===== src/core/pciw_pkg.sv =====
/*
 pciw_pkg: constants shared by both ends of the inbound window bridge link.
 assumes: compiled before every other file of the block.
*/
`default_nettype none
package pciw_pkg;
	localparam int NWIN = 6;
	// link command codes
	localparam logic [3:0] CMD_MEM_RD = 4'h6;
	localparam logic [3:0] CMD_MEM_WR = 4'h7;
	localparam logic [3:0] CMD_MEM_WRI = 4'hf;
	localparam logic [3:0] CMD_CFG_RD = 4'ha;
	localparam logic [3:0] CMD_CFG_WR = 4'hb;
	// host_window_base field layout
	localparam int BASE_ADDR_LSB = 4;
	localparam int READAHEAD_BIT = 3;
	localparam logic [1:0] SPACE_TYPE_MEM = 2'h0;
	localparam logic SPACE_IND_32 = 1'b0;
	// configuration dword index of host_window0_base
	localparam logic [5:0] CFG_BASE0_IDX = 6'h04;
	// window reset values
	localparam logic [31:0] MSK_RST [0:NWIN-1] = '{32'hff80_0008, 32'hffc0_0000, 32'hff80_0000,
		32'hff80_0008, 32'hff80_0008, 32'hff80_0008};
	localparam logic [31:0] TRL_RST [0:NWIN-1] = '{32'h0080_0000, 32'h0180_0000, 32'h0280_0000,
		32'h8000_0000, 32'ha000_0000, 32'he000_0000};
	localparam logic [27:0] BASE_RST = 28'h000_0000;
	// local register word indices
	localparam logic [5:0] IDX_MSK0 = 6'h00;
	localparam logic [5:0] IDX_TRL0 = 6'h08;
	localparam logic [5:0] IDX_MST_BASE = 6'h10;
	localparam logic [5:0] IDX_MST_MASK = 6'h11;
	localparam logic [5:0] IDX_MST_BUS = 6'h12;
	localparam logic [5:0] IDX_STATUS = 6'h13;
	localparam logic [31:0] MST_BASE_RST = 32'h4000_0000;
	localparam logic [31:0] MST_MASK_RST = 32'hf000_0000;
	localparam logic [31:0] MST_BUS_RST = 32'h0000_0000;
	// speed strap encoding
	localparam logic SPEED_33 = 1'b0;
	localparam logic SPEED_66 = 1'b1;
	// link clock made by the host end
	localparam int SYS_PERIOD_NS = 100;
	localparam int LINK_PERIOD_NS = 800;
	localparam logic [3:0] LINK_HALF_CYC = 4'((LINK_PERIOD_NS + 2 * SYS_PERIOD_NS - 1) / (2 * SYS_PERIOD_NS));
endpackage
`default_nettype wire


===== src/core/pciw_link_if.sv =====
/*
 pciw_link_if: the bus link between the host end and the device end.
 assumes: host drives link clock and request; device returns ack, hit and read data.
*/
`timescale 1ns/1ns
`default_nettype none
interface pciw_link_if;
	logic pclk;
	logic frame;
	logic idsel;
	logic [3:0] cmd;
	logic [3:0] be;
	logic [31:0] addr;
	logic [31:0] wdata;
	logic ack;
	logic hit;
	logic [31:0] rdata;
	modport dev (input pclk, input frame, input idsel, input cmd, input be, input addr, input wdata,
		output ack, output hit, output rdata);
	modport host (output pclk, output frame, output idsel, output cmd, output be, output addr,
		output wdata, input ack, input hit, input rdata);
endinterface
`default_nettype wire


===== src/core/pciw_window.sv =====
/*
 pciw_window: match and translate one inbound window.
 assumes: pure combinational; caller resolves priority between windows.
*/
`timescale 1ns/1ns
`default_nettype none
module pciw_window
(
	input wire logic [31:0] bus_addr,
	input wire logic [27:0] base,
	input wire logic [31:0] mask,
	input wire logic [31:0] trl,
	output logic hit,
	output logic [31:0] local_addr
);
	logic [31:0] sel;

	always_comb
	begin
		sel = {mask[31:4], 4'h0};
		// an all-clear mask would match every address, so it disables the window
		hit = (mask[31:4] != 28'h0) && (((bus_addr[31:4] ^ base) & mask[31:4]) == 28'h0); // [RULE22]
		local_addr = (bus_addr & ~sel) | (trl & sel); // [RULE23]
	end
endmodule // pciw_window
`default_nettype wire


===== src/core/pciw_device.sv =====
/*
 pciw_device: bridge end with six inbound windows, master map and local registers.
 assumes: APB master on sys_clk; fabric answers on sys_clk; link driven by the host end.
*/
`timescale 1ns/1ns
`default_nettype none
// Notes on behaviour
// (RULE1) claim local requests only inside master map
// (RULE2) claim bus accesses only inside a window
// (RULE3) translate claimed address and issue on fabric
// (RULE4) bus side timed by link clock pin
// (RULE5) strap 0 gives 33 MHz, 1 gives 66
// (RULE6) local clock not slower than bus clock
// (RULE7) slave accesses carry byte enables, any width
// (RULE8) local master requests must be word aligned
// (RULE9) six windows: base, mask, translation each
// (RULE10) reset sizes, readahead flags, local starts fixed
// (RULE11) software reprograms window 3 translation first
// (RULE12) mask and translation writable at any time
// (RULE13) bases reached by type 0 configuration accesses
// (RULE14) base: address, readahead, type, indicator fields
// (RULE15) type field always reports memory space
// (RULE16) indicator always reports 32-bit decoding
// (RULE17) base bit host-writable only where mask set
// (RULE18) software sets masks before host sets bases
// (RULE19) mask: writable bits and readahead enable
// (RULE20) masks reachable by local software registers
// (RULE21) translation sets window local start address
// (RULE22) match on masked bits 31 down to 4
// (RULE23) local address ORs kept and translated bits
// (RULE24) strap captured once, held until next reset
module pciw_device
(
	input wire logic sys_clk,
	input wire logic rst,
	pciw_link_if.dev lk,
	input wire logic speed_select_strap,
	output logic speed_mode,
	input wire logic psel,
	input wire logic penable,
	input wire logic pwrite,
	input wire logic [7:0] paddr,
	input wire logic [31:0] pwdata,
	output logic [31:0] prdata,
	output logic pready,
	output logic pslverr,
	output logic fab_req,
	output logic [31:0] fab_addr,
	output logic fab_we,
	output logic [3:0] fab_be,
	output logic [31:0] fab_wdata,
	input wire logic fab_ack,
	input wire logic [31:0] fab_rdata,
	input wire logic dsp_req,
	input wire logic [31:0] dsp_addr,
	output logic mst_req,
	output logic [31:0] mst_bus_addr,
	output logic mst_err
);
	typedef enum logic [1:0] {D_IDLE, D_FAB, D_RESP} pciw_dstate_type;
	localparam int LW = 75;

	logic [LW-1:0] ls1_q, ls2_q;
	logic pclk_prev_q, strap1_q, strap2_q, cap_q, cap_d, speed_q, speed_d;
	logic l_pclk, l_frame, l_idsel;
	logic [3:0] l_cmd, l_be;
	logic [31:0] l_addr, l_wdata;
	logic rise;
	logic [27:0] base_q [0:pciw_pkg::NWIN-1];
	logic [27:0] base_d [0:pciw_pkg::NWIN-1];
	logic [31:0] msk_q [0:pciw_pkg::NWIN-1];
	logic [31:0] msk_d [0:pciw_pkg::NWIN-1];
	logic [31:0] trl_q [0:pciw_pkg::NWIN-1];
	logic [31:0] trl_d [0:pciw_pkg::NWIN-1];
	logic [31:0] mbase_q, mbase_d, mmask_q, mmask_d, mbus_q, mbus_d;
	logic [pciw_pkg::NWIN-1:0] whit;
	logic [31:0] wloc [0:pciw_pkg::NWIN-1];
	logic [31:0] base_rd [0:pciw_pkg::NWIN-1];
	pciw_dstate_type st_q, st_d;
	logic ack_q, ack_d, hit_q, hit_d;
	logic [31:0] rdata_q, rdata_d;
	logic freq_q, freq_d, fwe_q, fwe_d;
	logic [3:0] fbe_q, fbe_d;
	logic [31:0] faddr_q, faddr_d, fwd_q, fwd_d;
	logic any_hit, is_cfg, is_mem, base_ok;
	logic [31:0] sel_loc;
	logic [5:0] cidx, pidx;
	logic [2:0] bsel;
	logic pready_q, pready_d, pslverr_q, pslverr_d, pwr;
	logic [31:0] prdata_q, prdata_d;
	logic mreq_q, mreq_d, merr_q, merr_d, in_map;
	logic [31:0] mbadr_q, mbadr_d;

	assign {l_pclk, l_frame, l_idsel, l_cmd, l_be, l_addr, l_wdata} = ls2_q;
	// sys_clk is at least the link rate, so no link edge is missed [RULE6]
	assign rise = l_pclk & ~pclk_prev_q; // [RULE4]

	always_ff @(posedge sys_clk or posedge rst)
	begin
		if (rst)
		begin
			ls1_q <= '0;
			ls2_q <= '0;
			pclk_prev_q <= 1'b0;
		end
		else
		begin
			ls1_q <= {lk.pclk, lk.frame, lk.idsel, lk.cmd, lk.be, lk.addr, lk.wdata};
			ls2_q <= ls1_q;
			pclk_prev_q <= ls2_q[LW-1];
		end
	end

	// strap flops keep running through reset, so the pin level has settled by the capture edge
	always_ff @(posedge sys_clk)
	begin
		strap1_q <= speed_select_strap;
		strap2_q <= strap1_q;
	end

	// strap is taken on the first edge after release, then frozen
	always_comb
	begin
		cap_d = 1'b1;
		speed_d = cap_q ? speed_q : strap2_q; // [RULE5] [RULE24]
	end

	genvar gi;
	generate
		for (gi = 0; gi < pciw_pkg::NWIN; gi++)
		begin : g_win
			pciw_window u_win
			(
				.bus_addr(l_addr),
				.base(base_q[gi]),
				.mask(msk_q[gi]),
				.trl(trl_q[gi]),
				.hit(whit[gi]),
				.local_addr(wloc[gi])
			);
			// readahead mirrors the mask, type and indicator are constant [RULE14] [RULE15] [RULE16]
			assign base_rd[gi] = {base_q[gi], msk_q[gi][pciw_pkg::READAHEAD_BIT],
				pciw_pkg::SPACE_TYPE_MEM, pciw_pkg::SPACE_IND_32}; // [RULE19]
		end
	endgenerate

	always_comb
	begin
		any_hit = 1'b0;
		sel_loc = 32'h0;
		// lowest numbered window wins on overlap
		for (int i = pciw_pkg::NWIN - 1; i >= 0; i--)
		begin
			if (whit[i])
			begin
				any_hit = 1'b1;
				sel_loc = wloc[i];
			end
		end
		is_mem = (l_cmd == pciw_pkg::CMD_MEM_RD) || (l_cmd == pciw_pkg::CMD_MEM_WR) ||
			(l_cmd == pciw_pkg::CMD_MEM_WRI);
		is_cfg = l_idsel && (l_addr[1:0] == 2'h0) &&
			((l_cmd == pciw_pkg::CMD_CFG_RD) || (l_cmd == pciw_pkg::CMD_CFG_WR)); // [RULE13]
		cidx = l_addr[7:2] - pciw_pkg::CFG_BASE0_IDX;
		base_ok = (l_addr[7:2] >= pciw_pkg::CFG_BASE0_IDX) && (cidx < 6'(pciw_pkg::NWIN));
		bsel = cidx[2:0];
	end

	// link side state machine
	always_comb
	begin
		st_d = st_q;
		ack_d = ack_q;
		hit_d = hit_q;
		rdata_d = rdata_q;
		freq_d = freq_q;
		fwe_d = fwe_q;
		fbe_d = fbe_q;
		faddr_d = faddr_q;
		fwd_d = fwd_q;
		unique case (st_q)
			D_IDLE:
			begin
				if (rise && l_frame)
				begin
					ack_d = 1'b1;
					hit_d = 1'b0;
					rdata_d = 32'h0;
					st_d = D_RESP;
					if (is_cfg)
					begin
						hit_d = 1'b1;
						if (base_ok)
							rdata_d = base_rd[bsel];
					end
					else if (is_mem && any_hit) // [RULE2]
					begin
						ack_d = 1'b0;
						freq_d = 1'b1;
						faddr_d = sel_loc; // [RULE3]
						fwe_d = (l_cmd != pciw_pkg::CMD_MEM_RD);
						fbe_d = l_be; // [RULE7]
						fwd_d = l_wdata;
						st_d = D_FAB;
					end
				end
			end
			D_FAB:
			begin
				if (fab_ack)
				begin
					freq_d = 1'b0;
					ack_d = 1'b1;
					hit_d = 1'b1;
					rdata_d = fwe_q ? 32'h0 : fab_rdata;
					st_d = D_RESP;
				end
			end
			D_RESP:
			begin
				if (!l_frame)
				begin
					ack_d = 1'b0;
					st_d = D_IDLE;
				end
			end
		endcase
	end

	// local registers and APB slave
	always_comb
	begin
		pidx = paddr[7:2];
		pwr = psel && penable && pready_q && pwrite && !pslverr_q;
		base_d = base_q;
		msk_d = msk_q;
		trl_d = trl_q;
		mbase_d = mbase_q;
		mmask_d = mmask_q;
		mbus_d = mbus_q;
		if (st_q == D_IDLE && rise && l_frame && is_cfg && base_ok && l_cmd == pciw_pkg::CMD_CFG_WR)
			base_d[bsel] = (base_q[bsel] & ~msk_q[bsel][31:4]) | (l_wdata[31:4] & msk_q[bsel][31:4]); // [RULE17]
		pready_d = psel && penable && !pready_q;
		pslverr_d = 1'b0;
		prdata_d = 32'h0;
		for (int i = 0; i < pciw_pkg::NWIN; i++)
		begin
			if (pidx == pciw_pkg::IDX_MSK0 + 6'(i))
			begin
				prdata_d = {msk_q[i][31:3], 3'h0};
				if (pwr)
					msk_d[i] = {pwdata[31:3], 3'h0}; // [RULE12] [RULE20]
			end
			if (pidx == pciw_pkg::IDX_TRL0 + 6'(i))
			begin
				prdata_d = {trl_q[i][31:4], 4'h0};
				if (pwr)
					trl_d[i] = {pwdata[31:4], 4'h0}; // [RULE12] [RULE21]
			end
		end
		unique case (pidx)
			pciw_pkg::IDX_MST_BASE: prdata_d = mbase_q;
			pciw_pkg::IDX_MST_MASK: prdata_d = mmask_q;
			pciw_pkg::IDX_MST_BUS: prdata_d = mbus_q;
			pciw_pkg::IDX_STATUS: prdata_d = {29'h0, freq_q, ack_q, speed_q};
			default:
			begin
				if (!(pidx < pciw_pkg::IDX_MSK0 + 6'(pciw_pkg::NWIN)) &&
					!(pidx >= pciw_pkg::IDX_TRL0 && pidx < pciw_pkg::IDX_TRL0 + 6'(pciw_pkg::NWIN)))
					pslverr_d = pready_d;
			end
		endcase
		if (pwr && pidx == pciw_pkg::IDX_MST_BASE)
			mbase_d = pwdata;
		if (pwr && pidx == pciw_pkg::IDX_MST_MASK)
			mmask_d = pwdata;
		if (pwr && pidx == pciw_pkg::IDX_MST_BUS)
			mbus_d = pwdata;
		if (!pready_d)
			prdata_d = 32'h0;
	end

	// local master path
	always_comb
	begin
		in_map = ((dsp_addr ^ mbase_q) & mmask_q) == 32'h0;
		// a misaligned start is refused rather than forwarded [RULE8]
		mreq_d = dsp_req && in_map && (dsp_addr[1:0] == 2'h0); // [RULE1]
		merr_d = dsp_req && !mreq_d;
		mbadr_d = mreq_d ? ((mbus_q & mmask_q) | (dsp_addr & ~mmask_q)) : mbadr_q;
	end

	always_ff @(posedge sys_clk or posedge rst)
	begin
		if (rst)
		begin
			cap_q <= 1'b0;
			speed_q <= pciw_pkg::SPEED_33;
			st_q <= D_IDLE;
			ack_q <= 1'b0;
			hit_q <= 1'b0;
			rdata_q <= 32'h0;
			freq_q <= 1'b0;
			fwe_q <= 1'b0;
			fbe_q <= 4'h0;
			faddr_q <= 32'h0;
			fwd_q <= 32'h0;
			for (int i = 0; i < pciw_pkg::NWIN; i++)
			begin
				base_q[i] <= pciw_pkg::BASE_RST;
				msk_q[i] <= pciw_pkg::MSK_RST[i]; // [RULE9] [RULE10]
				trl_q[i] <= pciw_pkg::TRL_RST[i]; // [RULE10]
			end
			mbase_q <= pciw_pkg::MST_BASE_RST;
			mmask_q <= pciw_pkg::MST_MASK_RST;
			mbus_q <= pciw_pkg::MST_BUS_RST;
			pready_q <= 1'b0;
			pslverr_q <= 1'b0;
			prdata_q <= 32'h0;
			mreq_q <= 1'b0;
			merr_q <= 1'b0;
			mbadr_q <= 32'h0;
		end
		else
		begin
			cap_q <= cap_d;
			speed_q <= speed_d;
			st_q <= st_d;
			ack_q <= ack_d;
			hit_q <= hit_d;
			rdata_q <= rdata_d;
			freq_q <= freq_d;
			fwe_q <= fwe_d;
			fbe_q <= fbe_d;
			faddr_q <= faddr_d;
			fwd_q <= fwd_d;
			base_q <= base_d;
			msk_q <= msk_d;
			trl_q <= trl_d;
			mbase_q <= mbase_d;
			mmask_q <= mmask_d;
			mbus_q <= mbus_d;
			pready_q <= pready_d;
			pslverr_q <= pslverr_d;
			prdata_q <= prdata_d;
			mreq_q <= mreq_d;
			merr_q <= merr_d;
			mbadr_q <= mbadr_d;
		end
	end

	assign lk.ack = ack_q;
	assign lk.hit = hit_q;
	assign lk.rdata = rdata_q;
	assign speed_mode = speed_q;
	assign prdata = prdata_q;
	assign pready = pready_q;
	assign pslverr = pslverr_q;
	assign fab_req = freq_q;
	assign fab_addr = faddr_q;
	assign fab_we = fwe_q;
	assign fab_be = fbe_q;
	assign fab_wdata = fwd_q;
	assign mst_req = mreq_q;
	assign mst_bus_addr = mbadr_q;
	assign mst_err = merr_q;
endmodule // pciw_device
`default_nettype wire


===== src/flat_wrapper.sv =====
// flat-port wrapper written by rule: the top's interface ports become plain ports
module pciw_device_flat 
  (sys_clk, rst, speed_select_strap, speed_mode, psel, penable, pwrite, paddr, pwdata, prdata, pready, pslverr, fab_req, fab_addr, fab_we, fab_be, fab_wdata, fab_ack, fab_rdata, dsp_req, dsp_addr, mst_req, mst_bus_addr, mst_err, lk_pclk, lk_frame, lk_idsel, lk_cmd, lk_be, lk_addr, lk_wdata, lk_ack, lk_hit, lk_rdata);
  pciw_link_if lk_i ();
  input wire logic sys_clk;
  input wire logic rst;
  input wire logic speed_select_strap;
  output logic speed_mode;
  input wire logic psel;
  input wire logic penable;
  input wire logic pwrite;
  input wire logic [7:0] paddr;
  input wire logic [31:0] pwdata;
  output logic [31:0] prdata;
  output logic pready;
  output logic pslverr;
  output logic fab_req;
  output logic [31:0] fab_addr;
  output logic fab_we;
  output logic [3:0] fab_be;
  output logic [31:0] fab_wdata;
  input wire logic fab_ack;
  input wire logic [31:0] fab_rdata;
  input wire logic dsp_req;
  input wire logic [31:0] dsp_addr;
  output logic mst_req;
  output logic [31:0] mst_bus_addr;
  output logic mst_err;
  input wire logic [$bits(lk_i.pclk)-1:0] lk_pclk;
  input wire logic [$bits(lk_i.frame)-1:0] lk_frame;
  input wire logic [$bits(lk_i.idsel)-1:0] lk_idsel;
  input wire logic [$bits(lk_i.cmd)-1:0] lk_cmd;
  input wire logic [$bits(lk_i.be)-1:0] lk_be;
  input wire logic [$bits(lk_i.addr)-1:0] lk_addr;
  input wire logic [$bits(lk_i.wdata)-1:0] lk_wdata;
  output wire logic [$bits(lk_i.ack)-1:0] lk_ack;
  output wire logic [$bits(lk_i.hit)-1:0] lk_hit;
  output wire logic [$bits(lk_i.rdata)-1:0] lk_rdata;
  assign lk_i.pclk = lk_pclk;
  assign lk_i.frame = lk_frame;
  assign lk_i.idsel = lk_idsel;
  assign lk_i.cmd = lk_cmd;
  assign lk_i.be = lk_be;
  assign lk_i.addr = lk_addr;
  assign lk_i.wdata = lk_wdata;
  assign lk_ack = lk_i.ack;
  assign lk_hit = lk_i.hit;
  assign lk_rdata = lk_i.rdata;
  pciw_device u_core (.sys_clk(sys_clk), .rst(rst), .lk(lk_i), .speed_select_strap(speed_select_strap), .speed_mode(speed_mode), .psel(psel), .penable(penable), .pwrite(pwrite), .paddr(paddr), .pwdata(pwdata), .prdata(prdata), .pready(pready), .pslverr(pslverr), .fab_req(fab_req), .fab_addr(fab_addr), .fab_we(fab_we), .fab_be(fab_be), .fab_wdata(fab_wdata), .fab_ack(fab_ack), .fab_rdata(fab_rdata), .dsp_req(dsp_req), .dsp_addr(dsp_addr), .mst_req(mst_req), .mst_bus_addr(mst_bus_addr), .mst_err(mst_err));
endmodule

===== config.mk =====
export PLATFORM = sky130hd
export DESIGN_NAME = pciw_device_flat
export DESIGN_NICKNAME = d
export VERILOG_FILES = /design/src/core/pciw_pkg.sv /design/src/core/pciw_link_if.sv /design/src/core/pciw_window.sv /design/src/core/pciw_device.sv /design/src/flat_wrapper.sv
export SDC_FILE = /design/constraint.sdc
export NUM_CORES = 2
export LEC_CHECK = 0
export BUFFER_PORTS_ARGS = -buffer_cell sky130_fd_sc_hd__buf_2
export CAP_MARGIN = 15
export CORE_MARGIN = 2
export CORE_UTILIZATION = 40
export DETAILED_ROUTE_END_ITERATION = 10
export HOLD_SLACK_MARGIN = 0.12
export PLACE_DENSITY = 0.65
export SLEW_MARGIN = 0
export SYNTH_ARGS = -nofsm -noshare
export SYNTH_HDL_FRONTEND = slang
export SYNTH_HIERARCHICAL = 1
export SYNTH_SLANG_ARGS = --single-unit

===== constraint.sdc =====
create_clock -name sys_clk -period 32.1 [get_ports sys_clk]
set_input_delay 3.21 -clock sys_clk [delete_from_list [all_inputs] [get_ports sys_clk]]
set_output_delay 3.21 -clock sys_clk [all_outputs]
set_load 0.02 [all_outputs]

======== Word level (Yosys, flattened, before mapping) ========
Index checks and enable logic that the tools add are counted.
word-level totals
  register bits after elaboration ......... 935
  input bits .............................. 187
  output and inout port bits .............. 173
  logic and storage cells ................. 268
operators by class
  add/sub/neg operators ................... 1
  $lt $le $gt $ge ......................... 7
  eq/ne operators ......................... 28
  muxes and demuxes ....................... 66
  bitwise operators ....................... 50
  reductions and logical operators ........ 73
operators by type and width
  operator                                        number
  two-way mux 32 bit                              28
  bitwise AND 32 bit                              15
  bitwise AND 28 bit                              8
  inverter 32 bit                                 7
  OR 32 bit                                       7
  binary-select mux 32 bit (select 3 bit)         2
  bitwise mux 168 bit                             1
  logical NOT 28 bit                              6
  nonzero test 28 bit                             6
  XOR 28 bit                                      6
  one-hot mux 32 bit (4 select lines)             1
  binary-select mux 28 bit (select 3 bit)         1
  demux 28 bit (select 3 bit)                     1
  two-way mux 28 bit                              3
  one-hot mux 32 bit (2 select lines)             1
  == test 6 x 4 -> 1 bit (second input constant)  6
  logical NOT 32 bit                              1
  XOR 32 bit                                      1
  logical AND 1 bit                               30
  inverter 28 bit                                 1
  OR 28 bit                                       1
  == test 6 x 5 -> 1 bit (second input constant)  4
  AND reduction 2 bit                             12
  two-way mux 1 bit                               19
  other kinds (33)                                57

======== Logic depth before layout (Yosys ltp) ========
  word-level depth ........................ 15
  depth in mapped cells ................... 14
  mapped depth without buffers ............ 11

======== By module ========
The synthesis kept the hierarchy.
modules (own cells, without submodules)
  module       times used  cells each  area an instance (µm²)  seq. area each (µm²)
  pciw_device  1           3308        42012.8                 23481.3
  pciw_window  6           87          823.3                   0.0

======== Worst setup path before layout ========
No wires, ideal clock.
  kind .................................... in2reg
  from .................................... input port paddr[7]
  to ...................................... register u_core/msk_q[68] in the netlist's numbering
  library setup time ...................... 128 ps
  arrival ................................. 4979 ps
  data required time ...................... 31972 ps
  slack ................................... 26994 ps
  stages .................................. 8
  path buffers ............................ 4
  cell sequence ........................... buf_4 or4_1 buf_2 or2_4 nor2_4 buf_6 buf_6 mux2_1
on the way
  word-level cells in the longest chain between the ends .. 2
ends and longest elaborated chain
  what                             line                source
  from (decl)                      flat_wrapper.sv:12  input wire logic [7:0] paddr;
  == test 6 x 2 -> 1 bit           pciw_device.sv:248  if (pidx == pciw_pkg::IDX_MSK0 + 6'(i))
  AND reduction 2 bit (no line)    -
  to (signal, indexed assignment)  pciw_device.sv:311  msk_q[i] <= pciw_pkg::MSK_RST[i];
  to (signal assigned)             pciw_device.sv:338  msk_q <= msk_d;
  to (decl)                        pciw_device.sv:71   logic [31:0] msk_q [0:pciw_pkg::NWIN-1];
No other way between the ends.
A chain may end at the register's enable or synchronous reset.

======== Final worst setup path ========
  from .................................... input port paddr[2]
  to ...................................... register u_core/msk_q[22] in the netlist's numbering
on the way
  word-level cells in the longest chain between the ends .. 2
ends and longest elaborated chain
  what                           line
  == test 6 x 3 -> 1 bit         pciw_device.sv:248
  AND reduction 2 bit (no line)  -
No other way between the ends.

==> reports/metrics.yaml <==
status: "finished clean"
avgSynthCellArea_um2: 12.3
syn2layout_area_growth_pct: 14.7
overflow: 0
drc: 0
leakage_nw: 25.2
power.density_mw_per_mm2: 57.8
place_hpwl_um: 132000
rsz0062_at_grt: "no"
nNetsFinal: 4305
combPwrFrac_pct: 16.6
wirelength_um: 189000
synthCells: 3829
slew_headroom_pct: 14.8
hold_class: "reg2reg"
cts_buffers: 105
synth_nets: 4021
initial_core_util_pct: 40.3
switching_share_pct: 29.6
vias: 36131
power_frac_clock_pct: 41.3
nFillCells: 10632
hp-start: "u_core/ls1_q[30]$_DFF_PP0_"
finalCritPeriodShare_pct: 19.6
worst_slew_pin_slew_ps: 1280
ys_warn_count: 6
vias_per_cell: 6.30
critPathKind: "in2reg"
die_x_um: 347
r2r_slack_ps: 26520
clock-sinks: 935
utilization_pct: 46.3
r2r_cells: 12
synth.cell_area_mm2: 0.0469
clk_path_buf_depth: 3
min_to: "u_core/ls2_q[30]$_DFF_PP0_"
r2r_end: "u_core/fab_wdata[30]$_DFFE_PP0P_"
io_pins: 360
coreArea_mm2: 0.116
p_sw_mw: 0.922
cts-resized-gates: 0
avgRoutedWirePerCell_um: 32.9
cp.required_ps: 32670
p_int_mw: 2.19
pwr-share-seq_pct: 42.1
whs_ps: 335
fin_cells: 5738
dieArea_mm2: 0.120
clock.fmax_mhz: 159
die_h_um: 347
dp.cells: 5528
grt_antenna_before_repair: 11
finClkSkew_ps: 39.4
setup_tns_ps: 0
cp-end-kind: "flip-flop"
cts_tree: "yes"
report.final.slew_viol_count: 0
worstHoldPathCells: 0
cts-root-buf: "clkbuf_16"
drive_gt1_share_pct: 40.0
detailed_place.area_mm2: 0.0501
clock_latency_ps: 720
cts_hold_buf: 0
maxCapViolCount: 0
grt_pass1_vias: 35097
cp_data_arrival_time_ps: 6850
drtAntennaViolNets: 0
clk_pin_slew_worst_paths_ps: 60
grt_pass1_wl_um: 266000
fin_crit_ps: 6280
post_cts_buffers: 0
grt_max_degree: 176
worst-path-max-fanout: 21
drt_pass1_iterations: 8
max-vdd-ir-drop_v: 0.0000442
htree_levels: 3
worstSetupStartpointType: "input port"
drt_iter0_markers: 4734
final_area_mm2: 0.0539
gp_congestion: 1.01
finalSetupViolCount: 0
grt.total_usage_pct: 30.7
rows: 125
finalHoldViolations: 0
r2r_start: "u_core/ls2_q[47]$_DFF_PP0_"
portBuffers: 357
==> state kept, by name, summed over array words and instances, names as in the netlist, 2 cells and up <==
signal / flops
u_core/base_q: 168
u_core/base_rd: 6
u_core/fab_addr: 32
u_core/fab_be: 4
u_core/fab_wdata: 32
u_core/lk.rdata: 32
u_core/ls1_q: 75
u_core/ls2_q: 75
u_core/mbase_q: 32
u_core/mbus_q: 32
u_core/mmask_q: 32
u_core/msk_q: 168
u_core/mst_bus_addr: 32
u_core/prdata: 32
u_core/st_q: 2
u_core/trl_q: 168
==> power by group through the flow <==
stage	Sequential, mW	Combinational, mW	Clock [mW]
detailed placement	1.33	0.507	0
global route	1.32	0.550	1.36
global placement	1.33	0.499	0
floorplan	1.38	0.248	0
CTS	1.31	0.509	1.31
finish	1.31	0.516	1.29
==> critical path: stages <==
cell	delay, ps
buf_2	470
nor4b_4	740
nand2_1	700
nor2_2	810
buf_4	480
mux2_2	390
==> cell type report <==
class	instances	area [um^2]	share of cell area, %
inverter	15	63.8	0.118
antenna	9	22.5	0.0418
multi-input combinational	2607	22100	41.1
timing repair buffer	449	2550	4.73
sequential	935	23500	43.6
clock inverter	57	622	1.15
clock buffer	142	3060	5.69
tap	1524	1910	3.54
==> per-stage QoR <==
step / worst slack (ps) / power (mW)
after floorplan: 2780 / 1.63
after global placement: 25250 / 1.83
after detailed placement: 25210 / 1.84
after CTS: 25950 / 3.13
after global routing: 25550 / 3.22
final: 25820 / 3.11
==> routing by layer <==
layer / vias to the layer above / GRT usage, % / wire length, um
met5: - / 0 / 52
met4: 10 / 18.6 / 13200
met3: 551 / 8.47 / 19200
met2: 2113 / 46.1 / 82600
met1: 18612 / 39.5 / 73700
li1: 14845 / - / -
==> worst max-delay path by stage <==
| stage | startpoint | end | slack [ps] | depth (start not counted) |
|---|---|---|---|---|
| 3_3_place_gp | rst | u_core/fab_wdata[6]$_DFFE_PP0P_ | 25250 | 5 |
| 6_report | paddr[2] | u_core/msk_q[22]$_DFFE_PP0P_ | 25820 | 6 |
| 5_1_grt | rst | u_core/fab_wdata[21]$_DFFE_PP0P_ | 25550 | 5 |
| 2_1_floorplan | rst | u_core/base_q[0]$_DFFE_PP0P_ | 2780 | 1 |
| 4_1_cts | rst | u_core/fab_wdata[6]$_DFFE_PP0P_ | 25950 | 5 |
| 3_5_place_dp | rst | u_core/fab_wdata[6]$_DFFE_PP0P_ | 25210 | 5 |
==> cells in the final DEF (no fill, tap or decap), types with 30 or more instances in the layout <==
cell type	instances
a21oi_1	115
a221oi_1	65
a221oi_2	30
a22o_1	35
a22oi_1	171
buf_2	357
buf_4	87
clkbuf_16	111
clkinv_2	36
dfrtp_1	855
dfstp_2	75
mux2_1	39
mux2_2	872
mux2i_1	112
nand2_1	209
nand3_1	67
nor2_1	85
nor2b_1	45
nor4_1	46
o21ai_0	157
o22ai_1	37
o31a_1	32
xor2_1	201
No activity file was read; power rests on OpenSTA's default activity.
